<file path="src/verilog/fsrc_pkg.sv">
// Purpose: shared constants for flash suspend/resume control
// Assumes: one 25 MHz clock shared by both ends
// Notes:   times are in ns, cycle counts derived from the clock period
package fsrc_pkg;
	localparam int          CLK_PERIOD_NS     = 40;
	localparam logic [7:0]  CMD_ERASE_SUSPEND = 8'h75;
	localparam logic [7:0]  CMD_ERASE_RESUME  = 8'h7a;
	localparam logic [7:0]  CMD_PROG_SUSPEND  = 8'h85;
	localparam logic [7:0]  CMD_PROG_RESUME   = 8'h8a;
	localparam logic [7:0]  CMD_READ_STATUS   = 8'h05;
	localparam logic [7:0]  CMD_PROG_START    = 8'h02;
	localparam logic [7:0]  CMD_ERASE_START   = 8'hd8;
	localparam logic [7:0]  CMD_READ          = 8'h03;
	localparam int          STATUS_WIP_BIT    = 0;
	// latency fields: (count+1)*unit
	localparam int          SUSP_LAT_UNIT_NS  = 8000;
	localparam int          SUSP_LAT_COUNT    = 5;
	localparam int          SUSP_LAT_NS       = (SUSP_LAT_COUNT + 1) * SUSP_LAT_UNIT_NS;
	localparam int          RES_INT_UNIT_NS   = 64000;
	localparam int          RES_INT_COUNT     = 1;
	localparam int          RES_INT_NS        = (RES_INT_COUNT + 1) * RES_INT_UNIT_NS;
	// longest time rounds down, least time rounds up
	localparam int          SUSP_LAT_CYC      = SUSP_LAT_NS / CLK_PERIOD_NS;
	localparam int          RES_INT_CYC       = (RES_INT_NS + CLK_PERIOD_NS - 1) / CLK_PERIOD_NS;
	localparam int          SUSP_STOP_CYC     = 16;
	localparam int          PROG_OP_CYC       = 2000;
	localparam int          ERASE_OP_CYC      = 4000;
	localparam int          CNT_W             = 16;
	localparam int          ADDR_W            = 24;
	localparam int          PAGE_LSB          = 8;
	localparam int          SECT_LSB          = 16;
	typedef enum logic [1:0] {FSRC_OP_NONE, FSRC_OP_PROG, FSRC_OP_ERASE} fsrc_op_t;
endpackage : fsrc_pkg

</file>
<file path="src/verilog/fsrc_if.sv">
// Purpose: command/answer link between host and flash ends
// Assumes: single clock, command taken on cmd_valid&cmd_ready
// Notes:   byte-level view of the serial instruction stream
`timescale 1ns/1ps
interface fsrc_if (
	input wire logic clk,
	input wire logic nrst
);
	import fsrc_pkg::*;
	logic              cmd_valid;
	logic              cmd_ready;
	logic [7:0]        cmd_code;
	logic [ADDR_W-1:0] cmd_addr;
	logic              rsp_valid;
	logic [7:0]        rsp_data;
	modport dev  (input clk, nrst, cmd_valid, cmd_code, cmd_addr, output cmd_ready, rsp_valid,
		rsp_data);
	modport host (input clk, nrst, cmd_ready, rsp_valid, rsp_data, output cmd_valid, cmd_code,
		cmd_addr);
endinterface : fsrc_if

</file>
<file path="src/verilog/fsrc_device.sv">
// Purpose: flash-side suspend/resume sequencer with a status read
// Assumes: host keeps the resume-to-suspend and nesting limits
// Notes:   program/erase timing is a plain counter standing for the array
//
// Behaviour
// - byte 75h suspends running erase
// - byte 7Ah resumes suspended erase
// - byte 85h suspends running page program
// - byte 8Ah resumes suspended page program
// - host waits 128us before next erase suspend
// - program suspend completes within 48us
// - host waits 128us before next program suspend
// - no new erase while erase suspended
// - no read of suspended erase sector
// - no new program while program suspended
// - no program in suspended page
// - erase suspend completes within 48us
// - status read 05h, bit0 busy flag
`timescale 1ns/1ps
module fsrc_device (
	// link
	fsrc_if.dev                    lnk,
	// user side
	output logic                   op_busy,
	output logic                   erase_suspended,
	output logic                   prog_suspended,
	output logic                   op_done
);
	import fsrc_pkg::*;

	////////////////////////////////////////////////////////////////////////
	// clock and reset travel on the link, so both ends share one domain
	wire clk_w  = lnk.clk;
	wire nrst_w = lnk.nrst;

	////////////////////////////////////////////////////////////////////////
	typedef enum logic [2:0] {FSRC_IDLE, FSRC_RUN, FSRC_STOPPING, FSRC_SUSP} fsrc_state_t;

	fsrc_state_t       state_reg, state_next;
	fsrc_op_t          op_reg,    op_next;
	logic [CNT_W-1:0]  work_reg,  work_next;
	logic [CNT_W-1:0]  stop_reg,  stop_next;
	logic              rsp_v_reg, rsp_v_next;
	logic [7:0]        rsp_d_reg, rsp_d_next;
	logic              done_reg,  done_next;
	logic              busy_reg,  busy_next;
	logic              esusp_reg, esusp_next;
	logic              psusp_reg, psusp_next;

	////////////////////////////////////////////////////////////////////////
	// a suspend or resume byte only acts when its kind matches the held operation
	function automatic logic fsrc_kind_hit(
		input fsrc_op_t op,
		input logic     erase_hit,
		input logic     prog_hit
	);
		return (erase_hit && op == FSRC_OP_ERASE) || (prog_hit && op == FSRC_OP_PROG);
	endfunction : fsrc_kind_hit

	// state decode, shared by the status byte and the user flags
	function automatic logic fsrc_is_busy(input fsrc_state_t st);
		return st == FSRC_RUN || st == FSRC_STOPPING;
	endfunction : fsrc_is_busy

	function automatic logic fsrc_is_held(input fsrc_state_t st, input fsrc_op_t op,
		input fsrc_op_t kind);
		return st == FSRC_SUSP && op == kind;
	endfunction : fsrc_is_held

	////////////////////////////////////////////////////////////////////////
	wire       take       = lnk.cmd_valid && lnk.cmd_ready;
	wire       c_er_susp  = take && lnk.cmd_code == CMD_ERASE_SUSPEND;
	wire       c_er_res   = take && lnk.cmd_code == CMD_ERASE_RESUME;
	wire       c_pg_susp  = take && lnk.cmd_code == CMD_PROG_SUSPEND;
	wire       c_pg_res   = take && lnk.cmd_code == CMD_PROG_RESUME;
	// only an idle device takes a start, so nothing runs inside a suspend
	wire       c_pg_start = take && lnk.cmd_code == CMD_PROG_START;
	wire       c_er_start = take && lnk.cmd_code == CMD_ERASE_START;
	wire       c_status   = take && lnk.cmd_code == CMD_READ_STATUS;
	wire       susp_hit   = fsrc_kind_hit(op_reg, c_er_susp, c_pg_susp);
	wire       res_hit    = fsrc_kind_hit(op_reg, c_er_res, c_pg_res);
	wire       busy       = fsrc_is_busy(state_reg);
	// the stop time is short and fixed, well inside the worst-case latency
	wire       stop_end   = stop_reg == CNT_W'(SUSP_STOP_CYC - 1);
	wire       work_end   = work_reg == '0;
	// status is the state at the take edge, so a suspend still stopping reads busy
	wire [7:0] status_byte = 8'(busy) << STATUS_WIP_BIT;

	// cmd_ready is tied high: every byte is taken at the edge it is offered
	assign lnk.cmd_ready   = 1'b1;
	assign lnk.rsp_valid   = rsp_v_reg;
	assign lnk.rsp_data    = rsp_d_reg;
	assign op_busy         = busy_reg;
	assign erase_suspended = esusp_reg;
	assign prog_suspended  = psusp_reg;
	assign op_done         = done_reg;

	////////////////////////////////////////////////////////////////////////
	always_comb begin
		state_next = state_reg;
		op_next    = op_reg;
		work_next  = work_reg;
		stop_next  = '0;
		unique case (state_reg)
			FSRC_IDLE: begin
				if (c_pg_start) begin
					state_next = FSRC_RUN;
					op_next    = FSRC_OP_PROG;
					work_next  = CNT_W'(PROG_OP_CYC - 1);
				end else if (c_er_start) begin
					state_next = FSRC_RUN;
					op_next    = FSRC_OP_ERASE;
					work_next  = CNT_W'(ERASE_OP_CYC - 1);
				end
			end
			FSRC_RUN: begin
				// a suspend wins over a finish in the same cycle
				if (susp_hit) begin
					state_next = FSRC_STOPPING;
				end else if (work_end) begin
					state_next = FSRC_IDLE;
					op_next    = FSRC_OP_NONE;
				end else begin
					work_next = work_reg - CNT_W'(1);
				end
			end
			FSRC_STOPPING: begin
				stop_next = stop_reg + CNT_W'(1);
				if (stop_end) begin
					state_next = FSRC_SUSP;
				end
			end
			FSRC_SUSP: begin
				// work_reg is kept, so the operation picks up where it stopped
				if (res_hit) begin
					state_next = FSRC_RUN;
				end
			end
			default: begin
				state_next = FSRC_IDLE;
				op_next    = FSRC_OP_NONE;
			end
		endcase
	end

	////////////////////////////////////////////////////////////////////////
	// flags come from the next state, so they line up with the state register
	always_comb begin
		busy_next  = fsrc_is_busy(state_next);
		esusp_next = fsrc_is_held(state_next, op_next, FSRC_OP_ERASE);
		psusp_next = fsrc_is_held(state_next, op_next, FSRC_OP_PROG);
		done_next  = state_reg == FSRC_RUN && state_next == FSRC_IDLE;
		rsp_v_next = c_status;
		rsp_d_next = c_status ? status_byte : rsp_d_reg;
	end

	////////////////////////////////////////////////////////////////////////
	// state and held operation
	always_ff @(posedge clk_w or negedge nrst_w) begin
		if (!nrst_w) begin
			state_reg <= FSRC_IDLE;
			op_reg    <= FSRC_OP_NONE;
		end else begin
			state_reg <= state_next;
			op_reg    <= op_next;
		end
	end

	// work left in the array and stop time
	always_ff @(posedge clk_w or negedge nrst_w) begin
		if (!nrst_w) begin
			work_reg <= '0;
			stop_reg <= '0;
		end else begin
			work_reg <= work_next;
			stop_reg <= stop_next;
		end
	end

	// status answer
	always_ff @(posedge clk_w or negedge nrst_w) begin
		if (!nrst_w) begin
			rsp_v_reg <= 1'b0;
			rsp_d_reg <= 8'h00;
		end else begin
			rsp_v_reg <= rsp_v_next;
			rsp_d_reg <= rsp_d_next;
		end
	end

	// user flags
	always_ff @(posedge clk_w or negedge nrst_w) begin
		if (!nrst_w) begin
			busy_reg  <= 1'b0;
			esusp_reg <= 1'b0;
			psusp_reg <= 1'b0;
			done_reg  <= 1'b0;
		end else begin
			busy_reg  <= busy_next;
			esusp_reg <= esusp_next;
			psusp_reg <= psusp_next;
			done_reg  <= done_next;
		end
	end
endmodule : fsrc_device

</file>
<file path="src/flat_wrapper.sv">
// flat-port wrapper written by rule: the top's interface ports become plain ports
module fsrc_device_flat import fsrc_pkg::*;
  (op_busy, erase_suspended, prog_suspended, op_done, clk, nrst, lnk_cmd_valid, lnk_cmd_code, lnk_cmd_addr, lnk_cmd_ready, lnk_rsp_valid, lnk_rsp_data);
  fsrc_if lnk_i (.clk(clk), .nrst(nrst));
  output logic op_busy;
  output logic erase_suspended;
  output logic prog_suspended;
  output logic op_done;
  input wire logic clk;
  input wire logic nrst;
  input wire logic [$bits(lnk_i.cmd_valid)-1:0] lnk_cmd_valid;
  input wire logic [$bits(lnk_i.cmd_code)-1:0] lnk_cmd_code;
  input wire logic [$bits(lnk_i.cmd_addr)-1:0] lnk_cmd_addr;
  output wire logic [$bits(lnk_i.cmd_ready)-1:0] lnk_cmd_ready;
  output wire logic [$bits(lnk_i.rsp_valid)-1:0] lnk_rsp_valid;
  output wire logic [$bits(lnk_i.rsp_data)-1:0] lnk_rsp_data;
  assign lnk_i.cmd_valid = lnk_cmd_valid;
  assign lnk_i.cmd_code = lnk_cmd_code;
  assign lnk_i.cmd_addr = lnk_cmd_addr;
  assign lnk_cmd_ready = lnk_i.cmd_ready;
  assign lnk_rsp_valid = lnk_i.rsp_valid;
  assign lnk_rsp_data = lnk_i.rsp_data;
  fsrc_device u_core (.lnk(lnk_i), .op_busy(op_busy), .erase_suspended(erase_suspended), .prog_suspended(prog_suspended), .op_done(op_done));
endmodule
</file>
<file path="config.mk">
export PLATFORM = sky130hd
export DESIGN_NAME = fsrc_device_flat
export DESIGN_NICKNAME = d
export VERILOG_FILES = /design/src/verilog/fsrc_pkg.sv /design/src/verilog/fsrc_if.sv /design/src/verilog/fsrc_device.sv /design/src/flat_wrapper.sv
export SDC_FILE = /design/constraint.sdc
export NUM_CORES = 1
export LEC_CHECK = 0
export BUFFER_PORTS_ARGS = -buffer_cell sky130_fd_sc_hd__clkbuf_2
export CAP_MARGIN = 30
export CORE_ASPECT_RATIO = 0.5
export CORE_MARGIN = 4
export CORE_UTILIZATION = 54
export CTS_BUF_LIST = sky130_fd_sc_hd__clkbuf_16
export CTS_CLUSTER_DIAMETER = 30
export CTS_CLUSTER_SIZE = 28
export DETAILED_ROUTE_END_ITERATION = 6
export GPL_TIMING_DRIVEN = 0
export HOLD_SLACK_MARGIN = 0.12
export PLACE_DENSITY = 0.79
export SLEW_MARGIN = 20
export SYNTH_ARGS = -nofsm -noshare
export SYNTH_HDL_FRONTEND = slang
export SYNTH_SLANG_ARGS = --single-unit
</file>
<file path="constraint.sdc">
create_clock -name clk -period 3 [get_ports clk]
set_input_delay 0.3 -clock clk [delete_from_list [all_inputs] [get_ports clk]]
set_output_delay 0.3 -clock clk [all_outputs]
set_load 0.01 [all_outputs]
</file>
== After elaboration in Yosys (flattened, before gate mapping) ==
Index checks and enable logic that the tools add are counted.
W data, S select, Z words.

* Add/sub/neg operators: 2
* Equal/unequal tests: 21
* Multiplexer cells: 18
* Reductions and logical operators: 24

{| class="wikitable"
|+ Operator list
! kind !! count
|-
| $mux W16 || 5
|-
| $pmux W16 S2 || 1
|-
| $eq A8 B8 Y1 const B || 3
|-
| $mux W3 || 6
|-
| $add A16 B1 Y16 const B || 1
|-
| $eq A16 B4 Y1 const B || 1
|-
| $eq A8 B7 Y1 const B || 2
|-
| $logic_not A16 Y1 || 1
|-
| $sub A16 B1 Y16 const B || 1
|-
| $logic_and A1 B1 Y1 || 14
|-
| $eq A3 B2 Y1 const B || 4
|-
| $pmux W3 S4 || 1
|-
| $eq A8 B2 Y1 const B || 1
|-
| $eq A8 B3 Y1 const B || 1
|-
| $mux W2 || 4
|-
| $eq A3 B1 Y1 const B || 2
|-
| $logic_not A3 Y1 || 2
|-
| $pmux W2 S3 || 1
|-
| $eq A2 B1 Y1 const B || 2
|-
| $eq A2 B2 Y1 const B || 2
|-
| $logic_or A1 B1 Y1 || 4
|-
| $ne A2 B2 Y1 const B || 2
|-
| $reduce_and A4 Y1 || 1
|-
| $ne A3 B1 Y1 const B || 1
|-
| 2 further kinds || 2
|}

* Flip-flop bits (word level): 43
* Bits of input ports: 35
* Logic and storage cells: 75

== Logic depth before layout (Yosys ltp) ==
Gate-level depths: netlist of the first run.

* Depth in word-level cells: 8
* Mapped depth: 9
* Depth with buffers taken out: 8

== Worst setup path after synthesis of the first run ==
OpenSTA, ideal clock, no wires.

* Kind: register -> register
* Start point: register u_core.work_reg[0]
* End point: register u_core.work_reg[14]
* Arrival time: 2.015 ns
* Required time: 2.923 ns
* Setup slack: 0.908 ns
* Stages on the path, launching flop included: 9
* Cells stage by stage: dfrtp_1 inv_1 ha_1 nand2b_1 nor4_4 a41o_2 or4_4 or3_1 a21oi_1

* Word-level cells in the longest chain between the ends: 4
* Elaborated cells on any way between the ends: 7
* Classes of those cells: add/sub (1); eq/ne (1); mux (3); reduce/logical (2)

{| class="wikitable"
|+ Ends and longest elaborated chain
! what !! line !! RTL
|-
| start: declaration || fsrc_device.sv:41 || <nowiki>logic [CNT_W-1:0] work_reg, work_next;</nowiki>
|-
| start signal: assignment || fsrc_device.sv:175 || <nowiki>work_reg <= work_next;</nowiki>
|-
| $sub A16 B1 Y16 || fsrc_device.sv:124 || <nowiki>work_next = work_reg - CNT_W'(1);</nowiki>
|-
| $mux W16 || fsrc_device.sv:120 || <nowiki>end else if (work_end) begin</nowiki>
|-
| $mux W16 || fsrc_device.sv:118 || <nowiki>if (susp_hit) begin</nowiki>
|-
| $pmux W16 S2 || fsrc_device.sv:104 || <nowiki>unique case (state_reg)</nowiki>
|}

Several ways; a longest one is shown, not always the timed one. The select of a mux whose other input is x is not followed.
A chain may end at the register's enable or synchronous reset.

== Worst setup path after layout of the first run ==
* Start point: register u_core.op_reg[0]
* End point: register u_core.work_reg[8]

* Word-level cells in the longest chain between the ends: 5
* Elaborated cells on any way between the ends: 7
* Classes of those cells: eq/ne (3); reduce/logical (4)

{| class="wikitable"
|+ Ends and longest elaborated chain
! what !! line !! RTL
|-
| start: declaration || fsrc_device.sv:40 || <nowiki>fsrc_op_t op_reg, op_next;</nowiki>
|-
| start signal: assignment || fsrc_device.sv:165 || <nowiki>op_reg <= op_next;</nowiki>
|-
| $eq A2 B2 Y1 or $eq A2 B1 Y1 (tied branches) || fsrc_device.sv:57 || <nowiki>return (erase_hit && op == FSRC_OP_ERASE) || (prog_hit && op == FSRC_OP_PROG);</nowiki>
|-
| $logic_and A1 B1 Y1 || fsrc_device.sv:57 ||
|-
| $logic_or A1 B1 Y1 (*) || fsrc_device.sv:57 ||
|-
| $ne A2 B2 Y1 (no line) (*) || n/a ||
|-
| $reduce_and A4 Y1 (no line) (*) || n/a ||
|}

Every way passes the cells marked *; elsewhere a longest branch is shown, timed or not.

==> results of run 1 <==
[path summary, 6_finish.rpt]
path                                                   endpoint  slack (ns)  cells after the start
worst max-delay path             u_core.work_reg[8]$_DFFE_PN0P_        0.69                      7
worst min-delay path             u_core.lnk.rsp_valid$_DFF_PN0_        0.37                      4
worst max register to register   u_core.work_reg[8]$_DFFE_PN0P_        0.69                      7
worst min register to register   u_core.work_reg[0]$_DFFE_PN0P_        0.47                      1
max in group asynchronous          u_core.stop_reg[4]$_DFF_PN0_        2.00                      3
min in group asynchronous       u_core.prog_suspended$_DFF_PN0_        0.50                      2
[power by group through the flow]
stage / Sequential [uW] / Combinational (uW) / Clock [uW]
after global placement: 633 / 73.9 / 0
after CTS: 626 / 82.3 / 521
after floorplan: 631 / 48.5 / 0
final: 626 / 82.0 / 513
after global routing: 630 / 95.1 / 540
after detailed placement: 636 / 80.6 / 0
[worst min-delay path, delay by kind of cell]
kind | cells | cell delay (ns)
simple gates | 2 | 0.14
buf+inv | 2 | 0.16
[per-stage QoR]
step | util | cell area, um^2 | hold WS [ns] | std cells | setup slack (ns)
2_1_floorplan | - | 2270 | 0.00441 | 243 | 0.908
3_3_place_gp | 0.613 | 2420 | 0.457 | 313 | 0.812
3_5_place_dp | 0.618 | 2440 | 0.267 | 314 | 0.722
4_1_cts | 0.656 | 2590 | 0.361 | 323 | 0.708
5_1_grt | 0.656 | 2590 | 0.388 | 323 | 0.475
6_report | 0.656 | 2590 | 0.367 | 323 | 0.687
[final cells by class]
type,count,area [um^2],share of cell area
inverters,8,30.0,0.0116
clock inverters,3,15.0,0.00581
clock buffers,5,125,0.0484
repair buffers,18,110,0.0426
multi-input cells,180,1090,0.420
well taps,54,67.6,0.0261
plain buffers,12,76.3,0.0295
flip-flops and latches,43,1080,0.416
[cell families after synthesis]
| logic type | count (synthesis) |
|---|---|
| and+or+nand+nor | 114 |
| DFF | 43 |
| AOI/OAI and AO/OA | 32 |
| xor gates and xnor gates | 23 |
| buffers and inverters | 20 |
| adders and majority gates | 2 |
| other | 2 |
[routing by layer]
metal | GRT usage | part of all wire | up-vias
met4 | 0.0658 | 0.0092 | 0
met3 | 0.0440 | 0.042 | 6
li1 | - | - | 886
met5 | 0 | 0 | -
met1 | 0.242 | 0.44 | 884
met2 | 0.349 | 0.50 | 53
[cells in the mapped netlist (5+ instances only)]
master | instances | area (um^2)
nor4_1 | 11 | 68.8
xor2_1 | 8 | 70.1
nor2_1 | 40 | 150
xnor2_1 | 15 | 131
nor3_1 | 5 | 25.0
nand3_1 | 8 | 40.0
buf_4 | 8 | 60.1
dfrtp_1 | 43 | 1080
inv_1 | 8 | 30.0
nand2_1 | 16 | 60.1
a21oi_1 | 6 | 30.0
o21ai_0 | 7 | 35.0
==> impl_results.md, run 1 <==
* Ys Warns at 0
* Crit path arrival time at 2.44 ns
* Setup TNS at 0 ns
* Unique masters post-synth at 47
* Compound-Gate Fraction of Synth Area at 0.0938
* Critical Path Start Type: flop
* Skew final at 0.00411 ns
* Seq/Total Area, Yosys at 0.480
* Initial DRT Pass Iterations at 4
* DR vias at 1,829
* Data required time at the worst endpoint at 3.13 ns
* Minimum clock period at 2.31 ns
* Antenna Nets Post-Route at 0
* Final Wtd Congestion at 0.869
* Gr ovfl total at 0
* Slew @ Worst Pin at 0.699 ns
* Syn avg cell area at 9.50 um^2
* Comb pwr share at 0.067
* Chip width at 99.1 um
* CTS-repair resized insts at 0
* Fillers at 303
* Hold Path Class: in -> reg
* Worst setup path start: u_core.op_reg[0]$_DFF_PN0_
* DIE HEIGHT at 53.6 um
* Crit-path max cell delay at 0.52 ns
* Worst ir drop on vdd at 0.252 mV
* Number of synthesized flops with an enable pin at 0
* Family with the most delay on the worst path: simple AND/OR/NAND/NOR gates
* Cell area power density at 472 nW/um^2
* DRC viols at 0
* FFs w/ async S/R, synth at 1.00
* Most used flip-flop cell after synthesis: dfrtp_1
* CP Max Fanout at 10
* Switching part of the total at 0.228
* Cells after Synth at 236
* CTS buffer count at 5
* GRT Util Overall at 0.195
* Number of max-cap violations at 0
* DR WL/cell at 14.8 um
* Leakage Power at 0.00105 uW
* Clock slew at reported path FFs at 0.06 ns
* Reg power frac at 0.513
* Power, Total at 1220 uW
* Simple-gate portion of the synthesized area at 0.275
* Mux cell area share after synthesis at 0
* Nets at 305
* Clock power share at 0.420
* Slew Limit Fails at 0
* XOR/XNOR Fraction of Synth Area at 0.0898
* Final setup fails at 0
* CP Cell Sequence: nor4bb_1, nand3_1, a21oi_1, clkbuf_1, nor4_1, xnor2_1, nand2_1
* Vias in the first global route at 1,777
* Largest family of logic cells by synthesized area: simple AND/OR/NAND/NOR gates
* Commonest non-fill, non-tap cell in the layout: dfrtp_1
* Commonest non-fill, non-tap cells in the layout: dfrtp_1, nor2_1, nand2_1, clkbuf_2, xnor2_1
* Final WL at 4780 um
* Layout cells sized above 1 at 0.171
* DP Wirelength at 3380 um
* Netlist Area Pre-Place at 2240 um^2
* Bufs on Longest Clock Path at 2
* CTS sink count at 43
* IO Port Bufs at 16
* TritonCTS clock tree: built
* CTS root buf: clkbuf_16
* Worst hold path startpoint: lnk_cmd_code[5]
* Internal Power at 943 uW
* H-tree depth at 2
* Die area at 5310 um^2
* Later-pin clock latency in the skew report at 0.28 ns
* Initial antenna violation count at 0
* Num rows at 16
* Vias per Instance at 5.66
* Iter 0 DRT Violations at 108
* Slowest CP cell: a21oi_1
* CP Buf/Inv Count at 1
* Status: completed
* Setup Fix Bufs, Post-CTS at 0
* Largest net degree at the start of global routing at 28
* Crit Path Class: reg -> reg
* Adder-Cell Fraction of Synth Area at 0.0112
* Starting Density at 0.569
* Final worst-path cycle share at 0.771
* Syn-to-layout area delta at 15.3%
* RR Startpoint: u_core.op_reg[0]$_DFF_PN0_
* Diodes inserted at 0
* Core Area at 3940 um^2
* Normalized max-slew margin at 0.531
* Net Switching at 278 uW
* Hold-fix buffers, CTS at 1
* First-pass GRT wire length at 8180 um
* Fmax at 432 MHz
* Hold Vio Cnt, Final at 0
* Synth Register Bits at 43
* # IOs at 49
* RSZ-0062 raised after global routing: no
* Setup crit end kind: flop
No activity file was read; power rests on OpenSTA's default activity.
==> run 2, diff against run 1 <==
--- a/config.mk
+++ b/config.mk
@@ -5,18 +5,19 @@
 export SDC_FILE = /design/constraint.sdc
 export NUM_CORES = 1
 export LEC_CHECK = 0
+export ABC_AREA = 1
 export BUFFER_PORTS_ARGS = -buffer_cell sky130_fd_sc_hd__clkbuf_2
 export CAP_MARGIN = 30
 export CORE_ASPECT_RATIO = 0.5
 export CORE_MARGIN = 4
-export CORE_UTILIZATION = 54
+export CORE_UTILIZATION = 50
 export CTS_BUF_LIST = sky130_fd_sc_hd__clkbuf_16
 export CTS_CLUSTER_DIAMETER = 30
 export CTS_CLUSTER_SIZE = 28
 export DETAILED_ROUTE_END_ITERATION = 6
 export GPL_TIMING_DRIVEN = 0
 export HOLD_SLACK_MARGIN = 0.12
-export PLACE_DENSITY = 0.79
+export PLACE_DENSITY = 0.76
 export SLEW_MARGIN = 20
 export SYNTH_ARGS = -nofsm -noshare
 export SYNTH_HDL_FRONTEND = slang
==> constraint.sdc (replaced) <==
create_clock -name clk -period 2 [get_ports clk]
set_input_delay 0.2 -clock clk [delete_from_list [all_inputs] [get_ports clk]]
set_output_delay 0.2 -clock clk [all_outputs]
set_load 0.01 [all_outputs]
==> run 2 against run 1 <==
  * Area after synthesis is 16% higher
  * Clock-buffer cell count unchanged
  * Cell count grew 47%
  * Critical path depth increased by 3
  * Sequential share of layout area down 5.4 points
  * Clock skew about the same
  * Die area is 23% higher
  * Final area increased by 15%
  * Setup slack worse by 0.50 ns
  * Critical path type unchanged
  * Sequential power is 51% higher
  * Maximum frequency rose by 28%
==> impl_results.md, run 2 <==
* Number of max-cap violations at 0 (unchanged)
* TritonCTS clock tree: built
* Final worst-path cycle share at 0.904 (+0.133)
* Fmax at 553 MHz (+28%)
* Layout cells sized above 1 at 0.141 (-0.0299)
* Hold Vio Cnt, Final at 0 (unchanged)
* Synth Register Bits at 43 (unchanged)
* DRC viols at 0 (unchanged)
* Nets at 441 (+45%)
* Initial DRT Pass Iterations at 4 (unchanged)
* CTS buffer count at 5 (unchanged)
* Commonest non-fill, non-tap cell in the layout: nand2_1
* Family with the most delay on the worst path: simple AND/OR/NAND/NOR gates
* Hold Path Class: in -> reg
* Crit-path max cell delay at 0.39 ns (-0.13 ns)
* Worst R2R Setup Slack at 0.19 ns (-0.50 ns)
* Leakage Power at 0.00145 uW (+38%)
* H-tree depth at 2 (unchanged)
* Leading cell types by count after synthesis: nand2_1, nor2_1, inv_1
* Crit path arrival time at 1.95 ns (-0.49 ns)
* Largest net degree at the start of global routing at 23 (-18%)
* Fillers at 481 (+59%)
* Initial antenna violation count at 0 (unchanged)
* Slowest CP cell: dfrtp_1
* IO Port Bufs at 16 (unchanged)
* Number of synthesized flops with an enable pin at 0 (unchanged)
* Commonest non-fill, non-tap cells in the layout: nand2_1, nor2_1, inv_1
* Crit Path Class: reg -> reg
* DR WL/cell at 11.7 um (-21%)
* Slew @ Worst Pin at 0.569 ns (-0.130 ns)
* GRT Util Overall at 0.187 (-0.00823)
* Critical Path Start Type: flop
* Ys Warns at 0 (unchanged)
* Setup WS post-layout at 0.192 ns (-0.495 ns)
* Slew Limit Fails at 0 (unchanged)
* Vias per Instance at 4.92 (-13%)
* Clock slew at reported path FFs at 0.06 ns (about the same)
* Count leader, synth: nand2_1
* RSZ-0062 raised after global routing: no
* Later-pin clock latency in the skew report at 0.28 ns (about the same)
* Gr ovfl total at 0 (unchanged)
* Most used flip-flop cell after synthesis: dfrtp_1
* Area contributors post-synth: dfrtp_1, nand2_1, nor2_1
* Pre-CTS setup slack at 0.240 ns (-0.481 ns)
* Starting Density at 0.524 (-0.0441)
* CP Cell Sequence: inv_1, ha_1, nand2_2, nor2_4, nand3_2, nand3_4, nand2_4, buf_6, nor2_1, a21oi_1
* Top cell type's share of synthesized area at 0.412 (-0.0676)
* Cell taking the most area after synthesis: dfrtp_1
* CTS root buf: clkbuf_16
* Diodes inserted at 0 (unchanged)
* Hold-fix buffers, CTS at 1 (unchanged)
* First-pass GRT wire length at 9570 um (+17%)
* DP Wirelength at 4380 um (+30%)
* Netlist Area Pre-Place at 2610 um^2 (+16%)
* Num rows at 18 (+2)
* Cells after Synth at 372 (+58%)
* Data required time at the worst endpoint at 2.14 ns (-0.99 ns)
* Final Wtd Congestion at 0.897 (+3.3%)
* Seq/Total Area, Yosys at 0.412 (-0.0676)
* Bufs on Longest Clock Path at 2 (unchanged)
* DR vias at 2,330 (+27%)
* CP Buf/Inv Count at 2 (+1)
* Antenna Nets Post-Route at 0 (unchanged)
* Chip width at 110 um (+11%)
* DIE HEIGHT at 59.1 um (+10%)
* Vias in the first global route at 2,168 (+22%)
* CTS-repair resized insts at 0 (unchanged)
* Cell area power density at 645 nW/um^2 (+37%)
* # IOs at 49 (unchanged)
* Syn-to-layout area delta at 14.0%
* Unique masters post-synth at 28 (-40%)
* Fin util at 0.598 (-0.0580)
* Iter 0 DRT Violations at 125 (+16%)
* FFs w/ async S/R, synth at 1.00 (unchanged)
* Minimum clock period at 1.81 ns (-0.505 ns)
* Normalized max-slew margin at 0.621 (+0.0899)
* Final setup fails at 0 (unchanged)
* CTS sink count at 43 (unchanged)
* Setup Fix Bufs, Post-CTS at 0 (unchanged)
* Worst ir drop on vdd at 0.349 mV (+38%)
* Syn avg cell area at 7.02 um^2 (-26%)
* Core Area at 4980 um^2 (+26%)
* Status: completed
* Die area at 6510 um^2 (+23%)
* CP Max Fanout at 10 (unchanged)
* Setup TNS at 0 ns (unchanged)
* Setup crit end kind: flop
* Final WL at 5540 um (+16%)
* Skew final at 0.00379 ns (-0.000315 ns)
[run 2: cell types whose count changed in the layout (fill, tap and decap cells not counted), sizes merged, moves of 10 or more]
cell   delta
nor2     +32
xnor2    -12
inv      +46
nor4     -10
nand3    +25
nand2    +85
[run 2: worst paths after layout]
path	start	to	cells after the start
min reg2reg	u_core.stop_reg[0]$_DFF_PN0_	u_core.stop_reg[0]$_DFF_PN0_	1
max reg2reg	u_core.work_reg[0]$_DFFE_PN0P_	u_core.work_reg[11]$_DFFE_PN0P_	10
max	u_core.work_reg[0]$_DFFE_PN0P_	u_core.work_reg[11]$_DFFE_PN0P_	10
min	lnk_cmd_code[7]	u_core.lnk.rsp_valid$_DFF_PN0_	4
min in group asynchronous	nrst	u_core.stop_reg[3]$_DFF_PN0_	2
max in group asynchronous	nrst	u_core.op_reg[1]$_DFF_PN0_	3
[run 2: per-layer routing]
metal  GRT usage  vias up  share of wire
met2       0.304       35           0.45
met4      0.0263        0         0.0060
li1            -     1201              -
met3      0.0424        5          0.038
met1       0.265     1089           0.51
met5           0        -              0
[run 2: kinds of logic (layout without fill, tap and decap cells)]
group                    Yosys count  after routing  share of synthesized area
adder cells (fa/ha/maj)            2              2                    0.00959
other                              2              9                    0.00288
AO/OA/AOI/OAI                     26             26                     0.0513
buffers and inverters             64             89                      0.109
AND/OR/NAND/NOR                  224            224                      0.378
flip-flops                        43             43                      0.412
XOR/XNOR                          11             11                     0.0369
[run 2: tightest hold or removal path, cell delays in order]
cell	delay (ns)
clkbuf_2	0.13
nor2_2	0.06
nand2_1	0.07
inv_1	0.06
[run 2: final cells by class]
type,instances,area [um^2],area share
Buffer,10,82.6,0.0278
Inverter,54,203,0.0681
Multi-Input combinational cell,272,1270,0.429
Timing Repair Buffer,18,118,0.0395
Clock buffer,5,125,0.0421
Clock inverter,2,8.76,0.00294
Tap cell,70,87.6,0.0294
Sequential cell,43,1080,0.362
[run 2: through the flow]
stage | hold slack, ns | cell area [um^2] | std cells | total power (uW)
CTS | 0.299 | 2980 | 474 | 1930
floorplan | -0.0956 | 2640 | 379 | 1100
detailed placement | 0.224 | 2830 | 466 | 1160
global route | 0.327 | 2980 | 474 | 2010
finish | 0.294 | 2980 | 474 | 1920
global placement | 0.419 | 2800 | 465 | 1150
[run 2: where the power goes]
| group | switching, uW | internal (uW) |
|---|---|---|
| logic | 127 | 81.5 |
| clock network | 316 | 449 |
| registers | 39.7 | 906 |
